--- config.mk ---
export PLATFORM = sky130hd
export DESIGN_NAME = slc_top
export DESIGN_NICKNAME = d
export VERILOG_FILES = /design/src/hw/slc_pkg.sv /design/src/hw/slc_divider.sv /design/src/hw/slc_top.sv
export VERILOG_INCLUDE_DIRS = /design/src /design/src/hw
export SDC_FILE = /design/constraint.sdc
export NUM_CORES = 1
export LEC_CHECK = 0
export ABC_AREA = 1
export BUFFER_PORTS_ARGS = -buffer_cell sky130_fd_sc_hd__buf_2
export CAP_MARGIN = 20
export CELL_PAD_IN_SITES_DETAIL_PLACEMENT = 0
export CELL_PAD_IN_SITES_GLOBAL_PLACEMENT = 1
export CORE_MARGIN = 1
export CORE_UTILIZATION = 40
export CTS_BUF_LIST = sky130_fd_sc_hd__clkbuf_2 sky130_fd_sc_hd__clkbuf_4 sky130_fd_sc_hd__clkbuf_8
export CTS_CLUSTER_SIZE = 20
export DETAILED_ROUTE_END_ITERATION = 10
export GPL_TIMING_DRIVEN = 1
export PLACE_DENSITY_LB_ADDON = 0.1
export SYNTH_ARGS = -nofsm -noshare
export SYNTH_HDL_FRONTEND = slang
export SYNTH_SLANG_ARGS = --single-unit
--- constraint.sdc ---
create_clock -name REF_CLK -period 2.4 [get_ports REF_CLK]
set_input_delay 0.24 -clock REF_CLK [delete_from_list [all_inputs] [get_ports REF_CLK]]
set_output_delay 0.24 -clock REF_CLK [all_outputs]
set_load 0.01 [all_outputs]
--- src/hw/slc_consts.svh ---
// constants of the segment display controller: addresses, fields, codes and dividers
`ifndef SLC_CONSTS_SVH
`define SLC_CONSTS_SVH

// data space addresses
`define SLC_CTRL_ADDR 8'hdc
`define SLC_RAM_BASE 8'he0
`define SLC_RAM_LAST 8'hf7
`define SLC_RAM_BYTES 24
`define SLC_BYTES_PER_COM 6
`define SLC_NUM_SEG 45

// mode control fields
`define SLC_MUX_HI 7
`define SLC_MUX_LO 6
`define SLC_SRC_HI 5
`define SLC_SRC_LO 3
`define SLC_BASE_HI 2
`define SLC_BASE_LO 0
`define SLC_CTRL_RESET 8'h00

// multiplexing ratio codes
`define SLC_MUX_FOUR 2'h0
`define SLC_MUX_ONE 2'h1
`define SLC_MUX_TWO 2'h2
`define SLC_MUX_THREE 2'h3

// clock source codes
`define SLC_SRC_OFF 3'h0
`define SLC_SRC_AUX 3'h1
`define SLC_SRC_RSV_A 3'h2
`define SLC_SRC_DIV32 3'h3
`define SLC_SRC_DIV64 3'h4
`define SLC_SRC_DIV128 3'h5
`define SLC_SRC_DIV256 3'h6
`define SLC_SRC_RSV_B 3'h7

// main clock division factors
`define SLC_MAIN_DIV32 9'h020
`define SLC_MAIN_DIV64 9'h040
`define SLC_MAIN_DIV128 9'h080
`define SLC_MAIN_DIV256 9'h100

// base frequency division factors of the 32 kHz clock
`define SLC_BASE_RSV 3'h7
`define SLC_BASE_DIV0 10'h200
`define SLC_BASE_DIV1 10'h182
`define SLC_BASE_DIV2 10'h100
`define SLC_BASE_DIV3 10'h0c0
`define SLC_BASE_DIV4 10'h080
`define SLC_BASE_DIV5 10'h060
`define SLC_BASE_DIV6 10'h040

`endif

--- src/hw/slc_pkg.sv ---
// types of the segment display controller
package slc_pkg;

  // mode control register layout
  typedef struct packed {
    logic [1:0] mux;
    logic [2:0] src;
    logic [2:0] base;
  } slc_cfg_t;

  // panel drive levels
  typedef struct packed {
    logic en;
    logic [3:0] com;
    logic [44:0] seg;
  } slc_drive_t;

  // data space access
  typedef struct packed {
    logic [7:0] addr;
    logic wr;
    logic rd;
    logic [7:0] wdata;
  } slc_bus_t;

  typedef enum logic [1:0] {
    SLC_OFF = 2'b00,
    SLC_RUN = 2'b01
  } slc_fsm_t;

  typedef struct packed {
    slc_fsm_t fsm;
    slc_cfg_t ctrl;
    slc_cfg_t act;
    logic [1:0] com_idx;
    logic [7:0] rdata;
    slc_drive_t drv;
    logic frame_end;
  } slc_regs_t;

  typedef struct packed {
    logic [9:0] cnt;
  } slc_div_regs_t;

endpackage

--- src/hw/slc_divider.sv ---
// pulse divider: one tick out for every limit steps in
`timescale 1ns/1ns
module slc_divider #(
  parameter int W = 10
) (
  // clock and reset
  input wire logic REF_CLK,
  input wire logic RST,
  input wire logic CE,
  // control
  input wire logic CLR,
  input wire logic STEP,
  input wire logic [W-1:0] LIMIT,
  // result
  output logic TICK
);
  import slc_pkg::*;

  logic [W-1:0] cnt;
  logic [W-1:0] next_cnt;

  ////////////////////////////////////////////////////////////////////////////
  always_comb begin
    next_cnt = cnt;
    TICK = STEP && (cnt == W'(LIMIT - W'(1)));
    if (CLR) begin
      next_cnt = '0;
      TICK = 1'b0;
    end else if (TICK) begin
      next_cnt = '0;
    end else if (STEP) begin
      next_cnt = W'(cnt + W'(1));
    end
  end

  ////////////////////////////////////////////////////////////////////////////
  always_ff @(posedge REF_CLK) begin
    if (RST) begin
      cnt <= '0;
    end else if (CE) begin
      cnt <= next_cnt;
    end
  end

endmodule // slc_divider

--- src/hw/slc_top.sv ---
// multiplexed segment display controller with display memory and mode control
//
// Summary of operation
// - each memory bit lights one segment/common element when set, dark when clear.
// - display memory is never cleared by reset.
// - memory of unused commons stays ordinary read/write storage.
// - display memory spans E0 to F7, six bytes per common.
// - first byte bits 7-3 hold segments 4-8; later bytes eight segments each.
// - stop while running from the main clock switches the controller off.
// - when switched off, all segment and common outputs go to ground.
// - with the auxiliary 32 kHz source the display keeps running in stop.
// - a source or function change takes effect at frame end while running; when switched off it is taken at once unless in stop.
// - source 0 is off, 1 auxiliary, 2 and 7 reserved, others divide.
// - mode control register sits at DC and is read/write.
// - mode bits 5-3 select clock source and main divider.
// - mode bits 2-0 select the base frame frequency.
// - base dividers 512, 386, 256, 192, 128, 96, 64; code 7 reserved.
// - mux code 00 four commons, 01 one, 10 two, 11 three.
// - main dividers 32, 64, 128, 256 for source codes 3 to 6.
// - frame rate is base rate over the number of active commons.
// - a failed controller clock grounds all segment and common outputs.
`timescale 1ns/1ns
`include "slc_consts.svh"
module slc_top (
  // clock, reset, enable
  input wire logic REF_CLK,
  input wire logic RST,
  input wire logic CE,
  // data space access
  input wire slc_pkg::slc_bus_t BUS,
  output logic [7:0] RDATA,
  // system state
  input wire logic STOP,
  input wire logic AUX_TICK,
  input wire logic CLK_FAIL,
  // panel drive
  output logic DRIVE_EN,
  output logic [3:0] COM,
  output logic [44:0] SEG,
  // status
  output logic FRAME_END,
  output logic RUNNING
);
  import slc_pkg::*;

  ////////////////////////////////////////////////////////////////////////////
  // state and memory

  slc_regs_t r;
  slc_regs_t next_r;
  logic [7:0] ram [0:`SLC_RAM_BYTES-1];

  logic ram_hit;
  logic ctrl_hit;
  logic [4:0] ram_idx;
  logic [8:0] main_div;
  logic [9:0] base_div;
  logic src_main;
  logic src_ok;
  logic base_ok;
  logic stop_kill;
  logic halt;
  logic [1:0] last_com;
  logic pre_step;
  logic pre_tick;
  logic tick32;
  logic slot_tick;
  logic div_clr;
  logic [4:0] seg_base;
  logic [44:0] seg_now;
  logic [3:0] com_now;
  logic [7:0] rd_value;

  ////////////////////////////////////////////////////////////////////////////
  // address decode

  always_comb begin
    ctrl_hit = (BUS.addr == `SLC_CTRL_ADDR);
    ram_hit = (BUS.addr >= `SLC_RAM_BASE) && (BUS.addr <= `SLC_RAM_LAST);
    ram_idx = 5'(BUS.addr - `SLC_RAM_BASE);
  end

  ////////////////////////////////////////////////////////////////////////////
  // decode of the active configuration

  always_comb begin
    src_main = 1'b1;
    main_div = `SLC_MAIN_DIV32;
    case (r.act.src)
      `SLC_SRC_DIV32: begin
        main_div = `SLC_MAIN_DIV32;
      end
      `SLC_SRC_DIV64: begin
        main_div = `SLC_MAIN_DIV64;
      end
      `SLC_SRC_DIV128: begin
        main_div = `SLC_MAIN_DIV128;
      end
      `SLC_SRC_DIV256: begin
        main_div = `SLC_MAIN_DIV256;
      end
      default: begin
        src_main = 1'b0;
      end
    endcase
    src_ok = src_main || (r.act.src == `SLC_SRC_AUX);
  end

  always_comb begin
    base_ok = (r.act.base != `SLC_BASE_RSV);
    case (r.act.base)
      3'h0: begin
        base_div = `SLC_BASE_DIV0;
      end
      3'h1: begin
        base_div = `SLC_BASE_DIV1;
      end
      3'h2: begin
        base_div = `SLC_BASE_DIV2;
      end
      3'h3: begin
        base_div = `SLC_BASE_DIV3;
      end
      3'h4: begin
        base_div = `SLC_BASE_DIV4;
      end
      3'h5: begin
        base_div = `SLC_BASE_DIV5;
      end
      3'h6: begin
        base_div = `SLC_BASE_DIV6;
      end
      default: begin
        base_div = `SLC_BASE_DIV0;
      end
    endcase
  end

  always_comb begin
    case (r.act.mux)
      `SLC_MUX_ONE: begin
        last_com = 2'h0;
      end
      `SLC_MUX_TWO: begin
        last_com = 2'h1;
      end
      `SLC_MUX_THREE: begin
        last_com = 2'h2;
      end
      default: begin
        last_com = 2'h3;
      end
    endcase
  end

  // the main clock is gone in stop; only the auxiliary source survives it
  always_comb begin
    stop_kill = STOP && (r.act.src != `SLC_SRC_AUX);
    halt = stop_kill || CLK_FAIL || !src_ok || !base_ok;
  end

  ////////////////////////////////////////////////////////////////////////////
  // clock chain: 32 kHz tick, then one base period per common slot

  always_comb begin
    div_clr = (r.fsm != SLC_RUN);
    pre_step = src_main && !div_clr;
    tick32 = (r.act.src == `SLC_SRC_AUX) ? AUX_TICK : pre_tick;
  end

  slc_divider #(
    .W(9)
  ) u_prescale (
    .REF_CLK(REF_CLK),
    .RST(RST),
    .CE(CE),
    .CLR(div_clr),
    .STEP(pre_step),
    .LIMIT(main_div),
    .TICK(pre_tick)
  );

  slc_divider #(
    .W(10)
  ) u_base (
    .REF_CLK(REF_CLK),
    .RST(RST),
    .CE(CE),
    .CLR(div_clr),
    .STEP(tick32),
    .LIMIT(base_div),
    .TICK(slot_tick)
  );

  ////////////////////////////////////////////////////////////////////////////
  // segment pattern of the current common

  always_comb begin
    seg_base = 5'(r.com_idx * 3'(`SLC_BYTES_PER_COM));
    // seg[0] is segment 4; low three bits of the first byte are not wired
    seg_now = {ram[5'(seg_base + 5'h05)], ram[5'(seg_base + 5'h04)],
               ram[5'(seg_base + 5'h03)], ram[5'(seg_base + 5'h02)],
               ram[5'(seg_base + 5'h01)], ram[seg_base][7:3]};
    com_now = 4'(4'h1 << r.com_idx);
  end

  always_comb begin
    rd_value = 8'h00;
    if (ctrl_hit) begin
      rd_value = r.ctrl;
    end else if (ram_hit) begin
      rd_value = ram[ram_idx];
    end
  end

  ////////////////////////////////////////////////////////////////////////////
  // next state

  always_comb begin
    next_r = r;
    next_r.frame_end = 1'b0;
    if (BUS.wr && ctrl_hit) begin
      next_r.ctrl = slc_cfg_t'(BUS.wdata);
    end
    if (BUS.rd) begin
      next_r.rdata = rd_value;
    end
    case (r.fsm)
      SLC_OFF: begin
        next_r.com_idx = 2'h0;
        next_r.drv = '0;
        // an idle controller out of stop takes the setting at once; it has no frame to finish
        if (!STOP) begin
          next_r.act = r.ctrl;
          if (!halt) begin
            next_r.fsm = SLC_RUN;
          end
        end
      end
      SLC_RUN: begin
        if (halt) begin
          next_r.fsm = SLC_OFF;
          next_r.drv = '0;
          next_r.com_idx = 2'h0;
        end else begin
          if (slot_tick) begin
            if (r.com_idx == last_com) begin
              next_r.com_idx = 2'h0;
              next_r.frame_end = 1'b1;
              next_r.act = r.ctrl;
            end else begin
              next_r.com_idx = 2'(r.com_idx + 2'h1);
            end
          end
          next_r.drv.en = 1'b1;
          next_r.drv.com = com_now;
          next_r.drv.seg = seg_now;
        end
      end
      default: begin
        next_r.fsm = SLC_OFF;
        next_r.drv = '0;
      end
    endcase
  end

  ////////////////////////////////////////////////////////////////////////////
  // registers

  always_ff @(posedge REF_CLK) begin
    if (RST) begin
      r.fsm <= SLC_OFF;
      r.ctrl <= slc_cfg_t'(`SLC_CTRL_RESET);
      r.act <= slc_cfg_t'(`SLC_CTRL_RESET);
      r.com_idx <= 2'h0;
      r.rdata <= 8'h00;
      r.drv <= '0;
      r.frame_end <= 1'b0;
    end else if (CE) begin
      r <= next_r;
    end
  end

  // no reset on the display memory
  always_ff @(posedge REF_CLK) begin
    if (CE && BUS.wr && ram_hit) begin
      ram[ram_idx] <= BUS.wdata;
    end
  end

  ////////////////////////////////////////////////////////////////////////////
  // outputs

  always_comb begin
    RDATA = r.rdata;
    DRIVE_EN = r.drv.en;
    COM = r.drv.com;
    SEG = r.drv.seg;
    FRAME_END = r.frame_end;
    RUNNING = (r.fsm == SLC_RUN);
  end

endmodule // slc_top

==> flow_summary.yaml <==
final_layout:
  drive_above_1_share_pct: 16.8
  multiInputGateArea_sq_mm: 0.00644
  syn2layout_area_growth_pct: 17.7
  final_cell_mix: "469 x nand2_1, 234 x o21ai_0, 192 x edfxtp_1, 161 x nor2_1, 159 x inv_1"
  ff_latch_area_sq_mm: 0.00771
  fin_nets: 2094
  final_common_cell: "nand2_1"
  n_fill_cell: 3852
  final_area_sq_mm: 0.0185
  insertedDiodeCount: 0
timing:
  timing.final.crit_share_pct: 95.4
  hold_ws_ns: 0.111
  fin_setup_tns_ns: 0
  rsz0062_at_grt: "false"
  period_needed_ns: 2.29
  final-hold-violation-count: 0
  relSlewSlack_pct: 50.2
  fin_ws_ns: 0.111
  finalSetupViolCount: 0
  max_freq_mhz: 437
  finClkSkew_ns: 0.0138
  worst_slew_pin_slew_ns: 0.747
  slew_violations: 0
clock_network:
  clockRootBuffer: "clkbuf_8"
  cts.clk_slew.worst_paths_ns: 0.06
  h-tree-depth: 2
  clock-sinks: 289
  cts_setup_buffers: 0
  cts_tree: "yes"
  cts_buffers: 53
  clk_path_buf_depth: 3
  clk_latency_ns: 0.65
logic_synthesis:
  synth_compound_area_share_pct: 19.7
  synthSimpleGateAreaFrac_pct: 19.3
  synthArstFlopShare_pct: 0
  synth_xor_area_share_pct: 0.607
  synth_fa_ha_area_share_pct: 0.878
  yosys_warnings: 0
  synth_ff_type: "edfxtp_1"
  syn-cell-area_sq_mm: 0.0157
  yosysSeqAreaShare_pct: 49.2
  ys_types: 45
  synthCells: 1949
  ys_seq_elements: 289
  synthMuxAreaShare_pct: 0.255
  syn_area_per_cell_sq_um: 8.04
  synth_nets: 1984
  synth_edf_count: 192
  synth_top_family_by_area: "compound AO/OA/AOI/OAI gates"
die:
  core_sq_mm: 0.0386
  fp-row-count: 72
  pin_count: 84
  die-area_sq_mm: 0.0400
  die_x_um: 200
  start_util_pct: 40.6
  fp.dieH_um: 200
critical_path:
  crit_required_ns: 2.97
  arrival_ns: 2.86
  crit_fanout: 14
  r2r_slack_ns: 0.11
  crit_path_start_kind: "register"
  crit_type: "register to register"
  endpoint_kind: "register"
global_routing:
  antenna_found_initial: 0
  grt_pass1_vias: 13500
  grt.overflow.total: 0
  track_usage_pct: 33.1
  grt_pass1_wl_mm: 94.2
  grt_max_degree: 88
placed_design:
  dpl_worst_slack_ns: -0.0880
  hpwl_mm: 47.4
  place_congestion: 0.904
  place_area_sq_mm: 0.0171
  numPortBuffers: 83
power_and_ir_drop:
  peakVddDrop_mv: 0.444
  switching_power_w: 0.00340
  pwr-share-clk_pct: 44.2
  p_int_w: 0.00909
  pwr-share-comb_pct: 12.8
  p_seq_share_pct: 43.0
  p_leak_nw: 7.32
  p_sw_share_pct: 27.2
  power_density_mw_per_mm2: 676
detailed_routing:
  wl_per_cell_um: 25.0
  route.vias.total: 15000
  routed_wirelength_mm: 65.5
  drc: 0
  firstDrtPassIters: 5
  route.antenna.remaining_nets: 0
  drtIter0Drc: 1930
  viasPerCell: 5.73
run:
  max_cap_viol_count: 0
worst_hold_path:
  hp-class: "input port to register"
outcome:
  status: "finished clean"
==> critical path: stages, from the launching register on <==
cell and delay, ns:
dfxtp_4 0.36, inv_2 0.07, ha_4 0.34, inv_2 0.08, buf_12 0.16, buf_12 0.15
nand2_1 0.15, o221ai_1 0.20, o22ai_1 0.45, nand2_1 0.11, a21oi_1 0.13
==> logic make-up (layout without fill, tap and decap cells) <==
family | Yosys count | count (layout)
AND/OR/NAND/NOR | 746 | 746
AO/OA/AOI/OAI | 545 | 545
buffers and inverters | 344 | 497
flip-flops | 289 | 289
adder cells (fa/ha/maj) | 11 | 11
XOR/XNOR | 10 | 10
multiplexers | 4 | 4
==> registers in the layout (all words and copies together), names as in the netlist <==
| signal | flops |
|---|---|
| COM | 4 |
| DRIVE_EN | 1 |
| FRAME_END | 1 |
| RDATA | 8 |
| SEG | 45 |
| r | 19 |
| ram | 192 |
| u_base.cnt | 10 |
| u_prescale.cnt | 9 |
==> synth_stat cells, drive strengths merged, types with 2 or more instances <==
library cell | n | share of area (%)
a211oi | 2 | 0.096
a21boi | 5 | 0.24
a21oi | 144 | 4.7
a221oi | 2 | 0.11
a22oi | 9 | 0.43
a31oi | 3 | 0.12
buf | 107 | 4.4
clkbuf | 68 | 1.6
clkinv | 3 | 0.072
dfxtp | 97 | 12
edfxtp | 192 | 37
ha | 11 | 0.88
inv | 166 | 4.0
mux2i | 4 | 0.26
nand2 | 474 | 11
nand3 | 71 | 2.3
nand4 | 20 | 0.80
nor2 | 167 | 4.2
nor3 | 4 | 0.13
o2111ai | 6 | 0.34
o211ai | 45 | 2.2
o21a | 4 | 0.19
o21ai | 238 | 7.6
o221ai | 16 | 0.89
o22ai | 71 | 2.8
or2 | 7 | 0.28
xnor2 | 3 | 0.22
xor2 | 7 | 0.39
==> power groups by stage <==
stage | logic, W | clock network [W] | registers, W
6_report | 0.00160 | 0.00552 | 0.00536
5_1_grt | 0.00170 | 0.00583 | 0.00536
4_1_cts | 0.00156 | 0.00559 | 0.00536
3_5_place_dp | 0.00155 | 0 | 0.00547
3_3_place_gp | 0.00155 | 0 | 0.00546
2_1_floorplan | 0.000801 | 0 | 0.00546
==> area by class of cell <==
type                            instances  share of cell area (%)
Sequential cell                       289                    41.8
Multi-Input combinational cell       1316                    34.9
Timing Repair Buffer                  230                    9.67
Clock buffer                           77                    5.27
Tap cell                              518                    3.51
Inverter                              169                    3.46
Clock inverter                         21                    1.41
==> layer usage <==
metal	part of all wire, %	global-route usage (%)	vias up	wire (um)
li1	-	-	6850	-
met1	45	48.8	7186	29200
met2	43	48.6	862	28200
met3	9.7	6.47	103	6370
met4	2.7	9.87	0	1770
met5	0	0	-	0
==> timing repair <==
action                                  CTS  global route
pin swaps                                 0             1
hold buffers                              3             0
gates resized for setup                   2             8
endpoints found under the hold margin     4             0
endpoints found under the setup margin    2            13
==> stage by stage <==
stage                     util [%]  total power, W  instances
after floorplan                  -         0.00626       1949
after global placement        44.4         0.00701       2519
after detailed placement      44.4         0.00701       2519
after CTS                     47.7          0.0125       2620
after global routing          47.7          0.0129       2620
final                         47.7          0.0125       2620
==> worst paths after layout <==
| check | start | endpoint | depth (start not counted) |
|---|---|---|---|
| setup / recovery | r[59] | SEG[14] | 10 |
| hold / removal | BUS[9] | r[70] | 4 |
| hold reg to reg | SEG[35] | SEG[35] | 2 |
| setup reg to reg | r[59] | SEG[14] | 10 |
No activity file was read; power rests on OpenSTA's default activity.
